===== config.mk =====
export PLATFORM = sky130hd
export DESIGN_NAME = can_std_id_acceptance_filter
export DESIGN_NICKNAME = d
export VERILOG_FILES = /design/src/rtl/can_filter_pkg.sv /design/src/rtl/can_std_id_acceptance_filter.sv /design/src/rtl/std_filter_match.sv
export SDC_FILE = /design/constraint.sdc
export NUM_CORES = 2
export LEC_CHECK = 0
export BUFFER_PORTS_ARGS = -buffer_cell sky130_fd_sc_hd__buf_2
export CORE_ASPECT_RATIO = 1.2
export CORE_MARGIN = 2
export CORE_UTILIZATION = 60
export DETAILED_ROUTE_END_ITERATION = 10
export MAX_ROUTING_LAYER = met4
export PLACE_DENSITY = 0.8
export SKIP_LAST_GASP = 1
export SLEW_MARGIN = 20
export SYNTH_ARGS = -nofsm -noshare
export SYNTH_HDL_FRONTEND = slang
export SYNTH_SLANG_ARGS = --single-unit

===== constraint.sdc =====
create_clock -name hclk -period 14.9 [get_ports hclk]
set_clock_uncertainty 0.15 [all_clocks]
set_input_delay 1.49 -clock hclk [delete_from_list [all_inputs] [get_ports hclk]]
set_output_delay 1.49 -clock hclk [all_outputs]
set_load 0.01 [all_outputs]

===== src/rtl/can_filter_pkg.sv =====
// Constants, field layout and types of the standard-identifier acceptance filter.
// Assumes one 40 MHz clock and an AHB-Lite register port.
// Summary of operation
// - Enabled standard elements are tried in order from element 0 on each standard frame; disabled ones are skipped.
// - The walk ends at the first enabled match or at the last element of the list.
// - Codes 4, 5 and 6 set the high-priority flag, which raises the interrupt if unmasked.
// - A priority match also loads the high-priority status register with its details.
// - Code 0 disables, 1 stores in FIFO 0, 2 stores in FIFO 1, 3 rejects the identifier.
// - Code 4 only flags priority, 5 adds FIFO 0 storage, 6 adds FIFO 1 storage.
// - Code 7 stores to a dedicated buffer or as a debug message and ignores the filter type.
// - The first identifier sits in element bits 26:16.
// - Code 7 needs an exact match on the first identifier with no masking.
// - For codes 1 to 6, element bits 10:0 hold the second identifier.
// - For code 7, second-identifier bits 10:9 pick buffer (00) or debug message A, B, C.
// - On a code 7 match each set bit of second-identifier bits 8:6 pulses its event output one cycle.
// - Second-identifier bits 5:0 are added to the buffer start address to place the frame.
// - Up to 64 extended elements, each at the extended list start plus twice its index.
package can_filter_pkg;
    localparam int          ID_W       = 11;
    localparam int          MADDR_W    = 16;
    localparam int          STD_ELEMS  = 64;
    localparam int          EXT_ELEMS  = 64;
    // Register offsets
    localparam logic [11:0] OFS_CFG    = 12'h000;
    localparam logic [11:0] OFS_RXBUF  = 12'h004;
    localparam logic [11:0] OFS_EXTCFG = 12'h008;
    localparam logic [11:0] OFS_STATUS = 12'h00C;
    localparam logic [11:0] OFS_MASK   = 12'h010;
    localparam logic [11:0] OFS_HIGH_PRIORITY_MSG_STATUS   = 12'h014;
    localparam logic [3:0]  OFS_ELEM   = 4'h1;
    // Element word fields
    localparam int          SFT_LSB    = 30;
    localparam int          CODE_LSB   = 27;
    localparam int          ID1_LSB    = 16;
    localparam int          ID2_LSB    = 0;
    localparam int          DBG_LSB    = 9;
    localparam int          EVT_LSB    = 6;
    localparam int          OFFS_LSB   = 0;
    // Status and mask bits
    localparam int          IRQ_W      = 3;
    localparam int          IRQ_HPM    = 0;
    localparam int          IRQ_MATCH  = 1;
    localparam int          IRQ_MISS   = 2;
    localparam int          HIGH_PRIORITY_MSG_STATUS_DEST  = 8;
    // Reset values
    localparam logic [6:0]  CFG_RST    = 7'h00;
    localparam logic [15:0] ADDR_RST   = 16'h0000;
    localparam logic [2:0]  MASK_RST   = 3'h0;

    typedef enum logic [2:0] {
        CODE_DISABLE  = 3'b000,
        CODE_FIFO0    = 3'b001,
        CODE_FIFO1    = 3'b010,
        CODE_REJECT   = 3'b011,
        CODE_PRIO     = 3'b100,
        CODE_PRIO_F0  = 3'b101,
        CODE_PRIO_F1  = 3'b110,
        CODE_DEDICATE = 3'b111
    } elem_code_t;

    typedef enum logic [1:0] {
        SFT_RANGE = 2'b00,
        SFT_DUAL  = 2'b01,
        SFT_MASK  = 2'b10,
        SFT_OFF   = 2'b11
    } filt_type_t;

    typedef enum logic [0:0] {
        ST_IDLE = 1'b0,
        ST_WALK = 1'b1
    } walk_state_t;
endpackage


===== src/rtl/can_std_id_acceptance_filter.sv =====
// Standard-identifier acceptance filter with its AHB-Lite register slave.
// Assumes identifiers arrive from the receive path on hclk, one frame per rx_ready.
`timescale 1ns/1ps
module can_std_id_acceptance_filter #(
    parameter int N_STD = can_filter_pkg::STD_ELEMS
) (
    // Clock and reset
    input  wire logic        hclk,
    input  wire logic        hresetn,
    // AHB-Lite slave
    input  wire logic        hsel,
    input  wire logic [31:0] haddr,
    input  wire logic [1:0]  htrans,
    input  wire logic        hwrite,
    input  wire logic [2:0]  hsize,
    input  wire logic [31:0] hwdata,
    input  wire logic        hready,
    output logic             hreadyout,
    output logic             hresp,
    output logic [31:0]      hrdata,
    // Received identifier
    input  wire logic        rx_valid,
    input  wire logic [10:0] rx_id,
    input  wire logic        rx_ide,
    output logic             rx_ready,
    // Filter result
    output logic             res_valid,
    output logic             res_accept,
    output logic             res_reject,
    output logic             res_fifo0,
    output logic             res_fifo1,
    output logic             res_dedicated,
    output logic [1:0]       res_debug,
    output logic             res_extended,
    output logic [5:0]       res_index,
    output logic [15:0]      res_buf_addr,
    // Filter event pulses
    output logic [2:0]       filt_event,
    // Extended element addressing
    input  wire logic [5:0]  ext_idx,
    output logic [15:0]      ext_elem_addr,
    // Interrupt
    output logic             irq
);
    // ------------------------------------------------------------
    // Register slave
    // ------------------------------------------------------------
    logic [31:0]      elem_mem [N_STD];
    logic             wr_q, wr_d;
    logic [11:0]      wadr_q, wadr_d;
    logic [31:0]      rdata_q, rdata_d;
    logic [6:0]       cfg_q, cfg_d;
    logic [15:0]      rx_buffer_start_addr_q, rx_buffer_start_addr_d;
    logic [15:0]      extended_list_start_addr_q, extended_list_start_addr_d;
    logic [2:0]       status_q, status_d;
    logic [2:0]       mask_q, mask_d;
    logic [9:0]       high_priority_msg_status_q, high_priority_msg_status_d;
    logic [15:0]      extaddr_q, extaddr_d;
    logic [2:0]       irq_set;
    logic [9:0]       high_priority_msg_status_new;
    logic             acc, mapped, rd_clr, elem_wr;
    logic [5:0]       elem_widx;

    assign acc       = hsel && hready && htrans[1];
    assign mapped    = (haddr[31:12] == 20'h00000);
    assign hreadyout = 1'b1;
    assign hresp     = 1'b0;
    assign hrdata    = rdata_q;
    assign irq       = |(status_q & mask_q);
    assign elem_wr   = wr_q && (wadr_q[11:8] == can_filter_pkg::OFS_ELEM);
    assign elem_widx = wadr_q[7:2];

    always_comb begin
        wr_d      = acc && hwrite && mapped;
        wadr_d    = acc ? haddr[11:0] : wadr_q;
        rdata_d   = rdata_q;
        cfg_d     = cfg_q;
        rx_buffer_start_addr_d    = rx_buffer_start_addr_q;
        extended_list_start_addr_d   = extended_list_start_addr_q;
        mask_d    = mask_q;
        rd_clr    = 1'b0;
        if (acc && !hwrite) begin
            rdata_d = 32'h00000000;
            if (mapped) begin
                case (haddr[11:0])
                    can_filter_pkg::OFS_CFG:    rdata_d = {25'h0000000, cfg_q};
                    can_filter_pkg::OFS_RXBUF:  rdata_d = {16'h0000, rx_buffer_start_addr_q};
                    can_filter_pkg::OFS_EXTCFG: rdata_d = {16'h0000, extended_list_start_addr_q};
                    can_filter_pkg::OFS_STATUS: begin
                        rdata_d = {29'h00000000, status_q};
                        rd_clr  = 1'b1;
                    end
                    can_filter_pkg::OFS_MASK:   rdata_d = {29'h00000000, mask_q};
                    can_filter_pkg::OFS_HIGH_PRIORITY_MSG_STATUS:   rdata_d = {22'h000000, high_priority_msg_status_q};
                    default: begin
                        if (haddr[11:8] == can_filter_pkg::OFS_ELEM &&
                            int'(haddr[7:2]) < N_STD) begin
                            rdata_d = elem_mem[haddr[7:2]];
                        end
                    end
                endcase
            end
        end
        if (wr_q) begin
            case (wadr_q)
                can_filter_pkg::OFS_CFG:    cfg_d   = hwdata[6:0];
                can_filter_pkg::OFS_RXBUF:  rx_buffer_start_addr_d  = hwdata[15:0];
                can_filter_pkg::OFS_EXTCFG: extended_list_start_addr_d = hwdata[15:0];
                can_filter_pkg::OFS_MASK:   mask_d  = hwdata[2:0];
                default:                    ;
            endcase
        end
        // New events win over the read clear
        status_d  = (rd_clr ? 3'h0 : status_q) | irq_set;
        high_priority_msg_status_d    = irq_set[can_filter_pkg::IRQ_HPM] ? high_priority_msg_status_new : high_priority_msg_status_q;
        extaddr_d = extended_list_start_addr_q + {9'h000, ext_idx, 1'b0};
    end

    always_ff @(posedge hclk or negedge hresetn) begin
        if (!hresetn) begin
            wr_q      <= 1'b0;
            wadr_q    <= 12'h000;
            rdata_q   <= 32'h00000000;
            cfg_q     <= can_filter_pkg::CFG_RST;
            rx_buffer_start_addr_q    <= can_filter_pkg::ADDR_RST;
            extended_list_start_addr_q   <= can_filter_pkg::ADDR_RST;
            status_q  <= can_filter_pkg::MASK_RST;
            mask_q    <= can_filter_pkg::MASK_RST;
            high_priority_msg_status_q    <= 10'h000;
            extaddr_q <= can_filter_pkg::ADDR_RST;
        end else begin
            wr_q      <= wr_d;
            wadr_q    <= wadr_d;
            rdata_q   <= rdata_d;
            cfg_q     <= cfg_d;
            rx_buffer_start_addr_q    <= rx_buffer_start_addr_d;
            extended_list_start_addr_q   <= extended_list_start_addr_d;
            status_q  <= status_d;
            mask_q    <= mask_d;
            high_priority_msg_status_q    <= high_priority_msg_status_d;
            extaddr_q <= extaddr_d;
        end
    end

    assign ext_elem_addr = extaddr_q;

    // Element store, no reset
    always_ff @(posedge hclk) begin
        if (elem_wr && int'(elem_widx) < N_STD) begin
            elem_mem[elem_widx] <= hwdata;
        end
    end

    // ------------------------------------------------------------
    // Filter walk
    // ------------------------------------------------------------
    can_filter_pkg::walk_state_t st_q, st_d;
    can_filter_pkg::elem_code_t  code;
    logic [5:0]       idx_q, idx_d;
    logic [10:0]      id_q, id_d;
    logic [6:0]       lst;
    logic             hit;
    logic [31:0]      cur;
    logic [10:0]      id2;
    logic             v_q, v_d, acc_q, acc_d, rej_q, rej_d, f0_q, f0_d, f1_q, f1_d;
    logic             ded_q, ded_d, ext_q, ext_d;
    logic [1:0]       dbg_q, dbg_d;
    logic [5:0]       ri_q, ri_d;
    logic [15:0]      ba_q, ba_d;
    logic [2:0]       ev_q, ev_d;

    assign cur = elem_mem[idx_q];
    assign id2 = cur[can_filter_pkg::ID2_LSB +: can_filter_pkg::ID_W];
    assign lst = (int'(cfg_q) > N_STD) ? 7'(N_STD) : cfg_q;

    std_filter_match u_match (
        .elem (cur),
        .id   (id_q),
        .hit  (hit),
        .code (code)
    );

    always_comb begin
        st_d     = st_q;
        idx_d    = idx_q;
        id_d     = id_q;
        v_d      = 1'b0;
        ev_d     = 3'h0;
        acc_d    = acc_q;
        rej_d    = rej_q;
        f0_d     = f0_q;
        f1_d     = f1_q;
        ded_d    = ded_q;
        dbg_d    = dbg_q;
        ext_d    = ext_q;
        ri_d     = ri_q;
        ba_d     = ba_q;
        irq_set  = 3'h0;
        high_priority_msg_status_new = {2'b00, 2'b00, idx_q};
        case (st_q)
            can_filter_pkg::ST_IDLE: begin
                if (rx_valid) begin
                    {acc_d, rej_d, f0_d, f1_d, ded_d, dbg_d} = 7'h00;
                    ri_d  = 6'h00;
                    ba_d  = 16'h0000;
                    ext_d = rx_ide;
                    if (rx_ide) begin
                        v_d = 1'b1;
                    end else if (lst == 7'h00) begin
                        v_d = 1'b1;
                        irq_set[can_filter_pkg::IRQ_MISS] = 1'b1;
                    end else begin
                        id_d  = rx_id;
                        idx_d = 6'h00;
                        st_d  = can_filter_pkg::ST_WALK;
                    end
                end
            end
            can_filter_pkg::ST_WALK: begin
                if (hit) begin
                    // first enabled match ends the walk
                    st_d = can_filter_pkg::ST_IDLE;
                    v_d  = 1'b1;
                    ri_d = idx_q;
                    irq_set[can_filter_pkg::IRQ_MATCH] = (code != can_filter_pkg::CODE_REJECT);
                    case (code)
                        can_filter_pkg::CODE_FIFO0:  {acc_d, f0_d} = 2'b11;
                        can_filter_pkg::CODE_FIFO1:  {acc_d, f1_d} = 2'b11;
                        can_filter_pkg::CODE_REJECT: rej_d = 1'b1;
                        can_filter_pkg::CODE_PRIO_F0: {acc_d, f0_d} = 2'b11;
                        can_filter_pkg::CODE_PRIO_F1: {acc_d, f1_d} = 2'b11;
                        can_filter_pkg::CODE_DEDICATE: begin
                            acc_d = 1'b1;
                            dbg_d = id2[can_filter_pkg::DBG_LSB +: 2];
                            ded_d = (id2[can_filter_pkg::DBG_LSB +: 2] == 2'b00);
                            ba_d  = rx_buffer_start_addr_q + {10'h000, id2[can_filter_pkg::OFFS_LSB +: 6]};
                            ev_d  = id2[can_filter_pkg::EVT_LSB +: 3];
                        end
                        default: ;
                    endcase
                    if (code == can_filter_pkg::CODE_PRIO ||
                        code == can_filter_pkg::CODE_PRIO_F0 ||
                        code == can_filter_pkg::CODE_PRIO_F1) begin
                        irq_set[can_filter_pkg::IRQ_HPM] = 1'b1;
                        high_priority_msg_status_new = {code == can_filter_pkg::CODE_PRIO_F1,
                                    code == can_filter_pkg::CODE_PRIO_F0, 2'b00, idx_q};
                    end
                end else if ({1'b0, idx_q} == lst - 7'h01) begin
                    st_d = can_filter_pkg::ST_IDLE;
                    v_d  = 1'b1;
                    irq_set[can_filter_pkg::IRQ_MISS] = 1'b1;
                end else begin
                    idx_d = idx_q + 6'h01;
                end
            end
            default: st_d = can_filter_pkg::ST_IDLE;
        endcase
    end

    always_ff @(posedge hclk or negedge hresetn) begin
        if (!hresetn) begin
            st_q  <= can_filter_pkg::ST_IDLE;
            idx_q <= 6'h00;
            id_q  <= 11'h000;
            v_q   <= 1'b0;
            acc_q <= 1'b0;
            rej_q <= 1'b0;
            f0_q  <= 1'b0;
            f1_q  <= 1'b0;
            ded_q <= 1'b0;
            dbg_q <= 2'b00;
            ext_q <= 1'b0;
            ri_q  <= 6'h00;
            ba_q  <= 16'h0000;
            ev_q  <= 3'h0;
        end else begin
            st_q  <= st_d;
            idx_q <= idx_d;
            id_q  <= id_d;
            v_q   <= v_d;
            acc_q <= acc_d;
            rej_q <= rej_d;
            f0_q  <= f0_d;
            f1_q  <= f1_d;
            ded_q <= ded_d;
            dbg_q <= dbg_d;
            ext_q <= ext_d;
            ri_q  <= ri_d;
            ba_q  <= ba_d;
            ev_q  <= ev_d;
        end
    end

    assign rx_ready      = (st_q == can_filter_pkg::ST_IDLE);
    assign res_valid     = v_q;
    assign res_accept    = acc_q;
    assign res_reject    = rej_q;
    assign res_fifo0     = f0_q;
    assign res_fifo1     = f1_q;
    assign res_dedicated = ded_q;
    assign res_debug     = dbg_q;
    assign res_extended  = ext_q;
    assign res_index     = ri_q;
    assign res_buf_addr  = ba_q;
    assign filt_event    = ev_q;

    // ------------------------------------------------------------
    // Checks
    // ------------------------------------------------------------
    property p_walk_bound;
        @(posedge hclk) disable iff (!hresetn)
        (rx_valid && rx_ready && !rx_ide) |-> ##[1:65] res_valid;
    endproperty
    a_walk_bound: assert property (p_walk_bound) else $error("walk not ended");

    property p_hpm_flag;
        @(posedge hclk) disable iff (!hresetn)
        (st_q == can_filter_pkg::ST_WALK && hit && code[2] && code != 3'b111)
            |=> status_q[can_filter_pkg::IRQ_HPM];
    endproperty
    a_hpm_flag: assert property (p_hpm_flag) else $error("priority flag missing");

    property p_high_priority_msg_status_idx;
        @(posedge hclk) disable iff (!hresetn)
        (st_q == can_filter_pkg::ST_WALK && hit && code == can_filter_pkg::CODE_PRIO)
            |=> high_priority_msg_status_q[5:0] == $past(idx_q);
    endproperty
    a_high_priority_msg_status_idx: assert property (p_high_priority_msg_status_idx) else $error("priority status stale");

    property p_reject;
        @(posedge hclk) disable iff (!hresetn)
        res_valid && res_reject |-> !res_accept && !res_fifo0 && !res_fifo1;
    endproperty
    a_reject: assert property (p_reject) else $error("rejected frame stored");

    property p_one_fifo;
        @(posedge hclk) disable iff (!hresetn)
        res_valid |-> !(res_fifo0 && res_fifo1);
    endproperty
    a_one_fifo: assert property (p_one_fifo) else $error("two fifos chosen");

    property p_ded_acc;
        @(posedge hclk) disable iff (!hresetn)
        res_valid && (res_dedicated || res_debug != 2'b00) |-> res_accept;
    endproperty
    a_ded_acc: assert property (p_ded_acc) else $error("buffer match not accepted");

    property p_event_pulse;
        @(posedge hclk) disable iff (!hresetn)
        (filt_event != 3'h0) |-> res_valid && res_accept ##1 filt_event == 3'h0;
    endproperty
    a_event_pulse: assert property (p_event_pulse) else $error("event pulse wrong");

    property p_ext_addr;
        @(posedge hclk) disable iff (!hresetn)
        $stable(extended_list_start_addr_q) && $stable(ext_idx) |=>
            ext_elem_addr == $past(extended_list_start_addr_q) + {9'h000, $past(ext_idx), 1'b0};
    endproperty
    a_ext_addr: assert property (p_ext_addr) else $error("extended address wrong");

    property p_ext_bypass;
        @(posedge hclk) disable iff (!hresetn)
        (rx_valid && rx_ready && rx_ide) |=> res_valid && res_extended && !res_accept;
    endproperty
    a_ext_bypass: assert property (p_ext_bypass) else $error("extended frame filtered");
endmodule


===== src/rtl/std_filter_match.sv =====
// One standard filter element tried against one identifier.
// Purely combinational; the caller registers the outcome.
`timescale 1ns/1ps
module std_filter_match (
    // Element and identifier
    input  wire logic [31:0]                    elem,
    input  wire logic [can_filter_pkg::ID_W-1:0] id,
    // Outcome
    output logic                                hit,
    output can_filter_pkg::elem_code_t          code
);
    logic [can_filter_pkg::ID_W-1:0] id1;
    logic [can_filter_pkg::ID_W-1:0] id2;
    can_filter_pkg::filt_type_t      std_filter_type;
    logic                            m;

    always_comb begin
        id1  = elem[can_filter_pkg::ID1_LSB +: can_filter_pkg::ID_W];
        id2  = elem[can_filter_pkg::ID2_LSB +: can_filter_pkg::ID_W];
        std_filter_type  = can_filter_pkg::filt_type_t'(elem[can_filter_pkg::SFT_LSB +: 2]);
        code = can_filter_pkg::elem_code_t'(elem[can_filter_pkg::CODE_LSB +: 3]);
        m    = 1'b0;
        if (code == can_filter_pkg::CODE_DEDICATE) begin
            m = (id == id1);
        end else begin
            case (std_filter_type)
                can_filter_pkg::SFT_RANGE: m = (id >= id1) && (id <= id2);
                can_filter_pkg::SFT_DUAL:  m = (id == id1) || (id == id2);
                can_filter_pkg::SFT_MASK:  m = ((id ^ id1) & id2) == '0;
                default:                   m = 1'b0;
            endcase
        end
        hit = m && (code != can_filter_pkg::CODE_DISABLE);
    end
endmodule


# ---- After elaboration in Yosys (flattened, before gate mapping)
# Memories as Yosys holds them, arrays and structs flattened.
# Cells that the tools add are included.
dict set report classes {
  addsub 4
  mul 0
  n_div 0
  order_cmp 3
  n_eq_ne 34
  shift 0
  n_mux 70
  bitwise_logic 7
  n_reduce_logical 37
}
# operator count
set op_table {}
lappend op_table {{32-bit one-hot mux with 6 select lines} 1}
lappend op_table {{32-bit 2-to-1 mux} 2}
lappend op_table {{16-bit 2-to-1 mux} 3}
lappend op_table {{6-bit 2-to-1 mux} 7}
lappend op_table {{12-bit by 4-bit == test with 1-bit output, second input constant} 3}
lappend op_table {{12-bit by 5-bit == test with 1-bit output, second input constant} 3}
lappend op_table {{16-bit one-hot mux with 2 select lines} 1}
lappend op_table {{1-bit 2-to-1 mux} 31}
lappend op_table {{10-bit 2-to-1 mux} 3}
lappend op_table {{12-bit by 3-bit == test with 1-bit output, second input constant} 2}
lappend op_table {{12-bit logical NOT} 2}
lappend op_table {{6-bit one-hot mux with 2 select lines} 2}
lappend op_table {{11-bit == test} 2}
lappend op_table {{20-bit logical NOT} 1}
lappend op_table {{16-bit by 6-bit adder with 16-bit output} 1}
lappend op_table {{16-bit by 7-bit adder with 16-bit output} 1}
lappend op_table {{2-bit != test, second input constant} 8}
lappend op_table {{1-bit one-hot mux with 2 select lines} 8}
lappend op_table {{3-bit AND reduction} 5}
lappend op_table {{3-bit == test, second input constant} 4}
lappend op_table {{3-bit 2-to-1 mux} 4}
lappend op_table {{2-bit AND reduction} 6}
lappend op_table {{11-bit AND} 1}
lappend op_table {{11-bit >= comparator} 1}
lappend op_table {{32 further kinds} 53}
dict set report word_totals {
  reg_bits 168
  latch_bits 0
  mem_bits_rw 2048
  mem_bits_ro 0
  output_inout_bits 86
  word_cells 180
  n_memories 1
}
# memory depth width rd rd_clocked_by_memory_dff write_ports line
set memory_table {}
lappend memory_table {elem_mem 64 32 2 0 1 can_std_id_acceptance_filter.sv:48} ;# logic [31:0] elem_mem [N_STD];

# ---- Longest topological paths before layout
# An unclocked memory read counts as a cell.
dict set report logic_depth {
  depth_word 10
  depth_mapped 23
  ltp_nobuf 17
}

# ---- By module
# A second synthesis with hierarchy kept.
dict set report unflattened {
  cells_unflattened 4816
  hier_area_um2 102443.3
}
# module instances cells_per_inst area_per_inst_um2 seq_area_each_um2
set by_module_without_submodules {}
lappend by_module_without_submodules {can_std_id_acceptance_filter 1 4713 101701.3 65653.0}
lappend by_module_without_submodules {std_filter_match 1 103 742.0 0.0}

# ---- Least setup slack after synthesis
# Ideal clock, no wire load.
dict set report synth_timing {
  path_type {reg-to-reg}
  startpoint {register idx_q[0]}
  endpoint {register high_priority_msg_status_q[3]}
  setup_ns 0.125
  arrival_ns 5.322
  t_required_ns 14.625
  setup_slack_ns 9.303
  path_stages_with_launch 23
  n_path_buf 7
  period_less_slack_ns 5.597
  path_cell_list {dfrtp_1 > buf_6 > buf_6 > buf_4 > buf_6 > buf_2 > buf_2 > buf_2 > mux4_2 > mux4_2 > mux4_2 > inv_1 > ha_1 > nor2b_1 > o21ai_0 > a21oi_1 > o41ai_1 > a31oi_1 > a31oi_1 > or4_1 > o21ai_4 > o21ai_4 > mux2_4}
}
dict set report synth_via {
  elab_chain_len 9
  elab_cells_between_ends 28
  classes_between {order compare: 2; eq/ne: 8; mux: 7; bitwise: 2; reduce/logical: 8; memory: 1}
}
# element line
set synth_rtl {}
lappend synth_rtl {{from (decl)} can_std_id_acceptance_filter.sv:159} ;# logic [5:0] idx_q, idx_d;
lappend synth_rtl {{from (signal assigned)} can_std_id_acceptance_filter.sv:278} ;# idx_q <= idx_d;
lappend synth_rtl {{memory 64 x 32 bit *} --}
lappend synth_rtl {{branches (longest 8 deep; another with 11-bit >= comparator)} --}
lappend synth_rtl {{to (signal assigned)} can_std_id_acceptance_filter.sv:140} ;# high_priority_msg_status_q <= high_priority_msg_status_d;
lappend synth_rtl {{to (decl)} can_std_id_acceptance_filter.sv:57} ;# logic [9:0] high_priority_msg_status_q, high_priority_msg_status_d;
# Every way passes the cells marked *.
# A chain may end at the register's enable or synchronous reset.

# ---- Worst setup path after layout
dict set report layout_timing {
  startpoint {register idx_q[1]}
  endpoint {register high_priority_msg_status_q[1]}
}
dict set report layout_via {
  elab_chain_len 9
  elab_cells_between_ends 29
  classes_between {order compare: 2; eq/ne: 8; mux: 8; bitwise: 2; reduce/logical: 8; memory: 1}
}
# element
set layout_rtl {}
lappend layout_rtl {{branches (longest 9 deep; another with memory 64 x 32 bit)}}
# Parallel ways; which one is timed is not known.

==> summary.md <==
| Metric | Value |
|---|---|
| Die height | `452 um` |
| Overall routing resource usage | `0.389` |
| Cells after Synth | `4,823` |
| Clk sink count | `2,214` |
| Setup_tns | `0 ps` |
| Net count, final | `5,129` |
| Worst endpoint required time | `15,510 ps` |
| Pwr Total | `16.9 mW` |
| CTS Buf Count | `208` |
| Min Tclk post-route | `7810 ps` |
| Asr flop ratio synth | `0.0750` |
| Clock Path Buffers | `3` |
| Post-cts resize count | `0` |
| Peak supply drop | `184 uV` |
| Worst-path maximum fanout | `134` |
| Final antenna-violating net count | `0` |
| Fin. Hold Viols | `0` |
| Max Slew Vio Count | `0` |
| Vias | `57,990` |
| Register area share after synthesis | `0.654` |
| Initial antenna violation count | `22` |
| I/O Buffers | `172` |
| Tightest Hold Check Type | `reg -> reg` |
| Cell with the most instances after synthesis | `edfxtp_1` |
| Pwr dens | `153 nW/um^2` |
| Yosys reg bits | `2,214` |
| Area Overhead vs Synth | `10.5%` |
| GR Util met3 | `0.115` |
| GR met1 Demand/Resource | `0.479` |
| DRC Markers | `0` |
| Worst Max-Slew Pin Slew | `1230 ps` |
| RSZ-0062 raised after global routing | `false` |
| GPL Wtd Cong | `0.918` |
| Crit. End Element | `flop` |
| Layer with the highest usage | `met2` |
| Critical path data arrival time | `8430 ps` |
| CTS tree | `built` |
| Vias in the first global route | `57,832` |
| Avg Cell Area, Syn | `20.8 um^2` |
| Synth warnings | `0` |
| Routed WL per cell | `42.6 um` |
| Fraction of the cycle the final worst path needs | `0.524` |
| Most frequent cells after synthesis | `2,048 x edfxtp_1, 1,100 x mux4_2, 191 x clkbuf_1` |
| Synthesized cell area | `100,000 um^2` |
| First-pass GRT wire length | `441,000 um` |
| Grt met2 use | `0.561` |
| Crit path launch type | `flop` |
| Largest net degree at the start of global routing | `139` |
| Relative slew margins | `0.175` |
| Pre-Repair DR Iteration Count | `8` |
| Initial Utilization | `0.603` |
| Syn Nets | `4,960` |
| Share of post-route cells with drive strength above 1 | `0.369` |
| Setup violations, final | `0` |
| DIE WIDTH | `377 um` |
| Library cells used by synthesis | `89` |
| Ports | `179` |
| Global route total overflow | `0` |
| Vias per cell | `7.81` |
| Worst-Skew Late Latency | `890 ps` |
| Outcome | `completed` |
| Synth Flop Type | `edfxtp_1` |
| Final WL | `317,000 um` |
| Total Die Area | `171,000 um^2` |
| EDFF count, synth | `2,048` |
| Filler instances | `10,113` |
| Post-CTS Hold Buffers | `0` |
| Post-DP HPWL | `171,000 um` |
| Setup bufs post-CTS | `0` |
| MaxCap Viol Count | `0` |
| Clk pin slew, worst setup/hold paths | `70 ps` |
| Root buffer cell | `clkbuf_16` |
| Site Rows | `164` |
| FMAX | `128 MHz` |
| Top-area cell type share of the netlist area | `0.612` |
| Post-synth top area cell | `edfxtp_1` |
| Number of H-tree levels | `4` |
| Leak Pwr | `35.6 nW` |
| Fin util | `0.667` |
| Area contributors post-synth | `edfxtp_1 61%, mux4_2 25%, dfrtp_1 4.1%` |
| Core area | `166,000 um^2` |
| CP Class | `reg -> reg` |
| 1st-iter DRT viols | `10,548` |
-- layout make-up --
| type | count | area (um^2) | area share |
|---|---|---|---|
| Antenna cell | 15 | 37.5 | 0.000338 |
| Clock buffer | 279 | 5730 | 0.0516 |
| Clock inverter | 112 | 975 | 0.00878 |
| Inverter | 48 | 185 | 0.00167 |
| Multi-Input combinational cell | 2213 | 33500 | 0.302 |
| Sequential cell | 2214 | 65700 | 0.592 |
| Tap cell | 2241 | 2800 | 0.0253 |
| Timing Repair Buffer | 307 | 2060 | 0.0186 |
-- stage by stage --
step / instance area (um^2) / setup slack, ps / hold slack (ps) / cells
3_3_place_gp: 104000 / 7420 / 293 / 7023
5_1_grt: 111000 / 7180 / 323 / 7424
4_1_cts: 111000 / 7380 / 324 / 7414
2_1_floorplan: 100000 / 9300 / 214 / 4823
6_report: 111000 / 7090 / 327 / 7429
3_5_place_dp: 104000 / 7390 / 312 / 7023
-- report_power, final --
part	switching, mW	internal (mW)	total, mW	leakage, nW
registers	0.144	6.84	6.99	20.5
clock network	2.37	2.92	5.29	3.30
logic	2.67	1.99	4.65	11.8
-- per-layer routing --
metal  wire [um]  vias up
met5           0        -
met4       28000        0
met3       48000     1385
met2      144000     5660
met1       96400    29712
li1            -    21233
-- flip-flops by register name, summed over array words and instances, names as in the netlist, 11 cells and up --
name,cells
elem_mem,2048
ext_elem_addr,16
extended_list_start_addr_q,16
hrdata,32
id_q,11
res_buf_addr,16
rx_buffer_start_addr_q,16
wadr_q,12
-- layout by cell type (no fill, tap or decap), drive strengths merged, types with 16 or more instances in the layout --
master	n
a21oi	43
a22o	17
a22oi	66
a32o	18
buf	305
clkbuf	281
clkinv	95
dfrtp	166
edfxtp	2048
ha	42
inv	48
mux2	96
mux2i	173
mux4	1100
nand2	126
nand3	60
nor2	111
nor2b	23
nor3	21
nor4	16
o21ai	66
xnor2	23
-- worst paths after layout --
kind / start / to / slack [ps] / cells after the start
max in group asynchronous: hresetn / extended_list_start_addr_q[10] / 12870 / 2
worst max-delay path: idx_q[1] / high_priority_msg_status_q[1] / 7090 / 16
worst min-delay path: extended_list_start_addr_q[0] / ext_elem_addr[0] / 330 / 0
min in group asynchronous: hresetn / wadr_q[1] / 510 / 1
worst min register to register: extended_list_start_addr_q[0] / ext_elem_addr[0] / 330 / 0
worst max register to register: idx_q[1] / high_priority_msg_status_q[1] / 7090 / 16
-- worst max-delay path, cell delays in order, from the launching register on --
cell and delay [ps]:
dfrtp_4 1020, buf_4 830, buf_12 690, mux4_2 440, mux4_2 520, mux4_2 480
inv_1 280, ha_1 320, nand4_1 230, nor4_1 760, nor2_1 80, a31oi_1 180
a31oi_1 140, o31a_1 300, nor2_1 420, o21ai_4 210, mux2_4 340
-- cells by family after synthesis --
family | count (synthesis) | share of synthesized area
mux | 1369 | 0.275
buf+inv | 396 | 0.0178
other cells | 2 | 0.0000748
simple gates | 428 | 0.0202
fa+ha+maj | 44 | 0.00563
xor+xnor | 35 | 0.00319
compound gates | 335 | 0.0244
flops | 2214 | 0.654
Note: power is estimated with default switching activity, not from simulation.
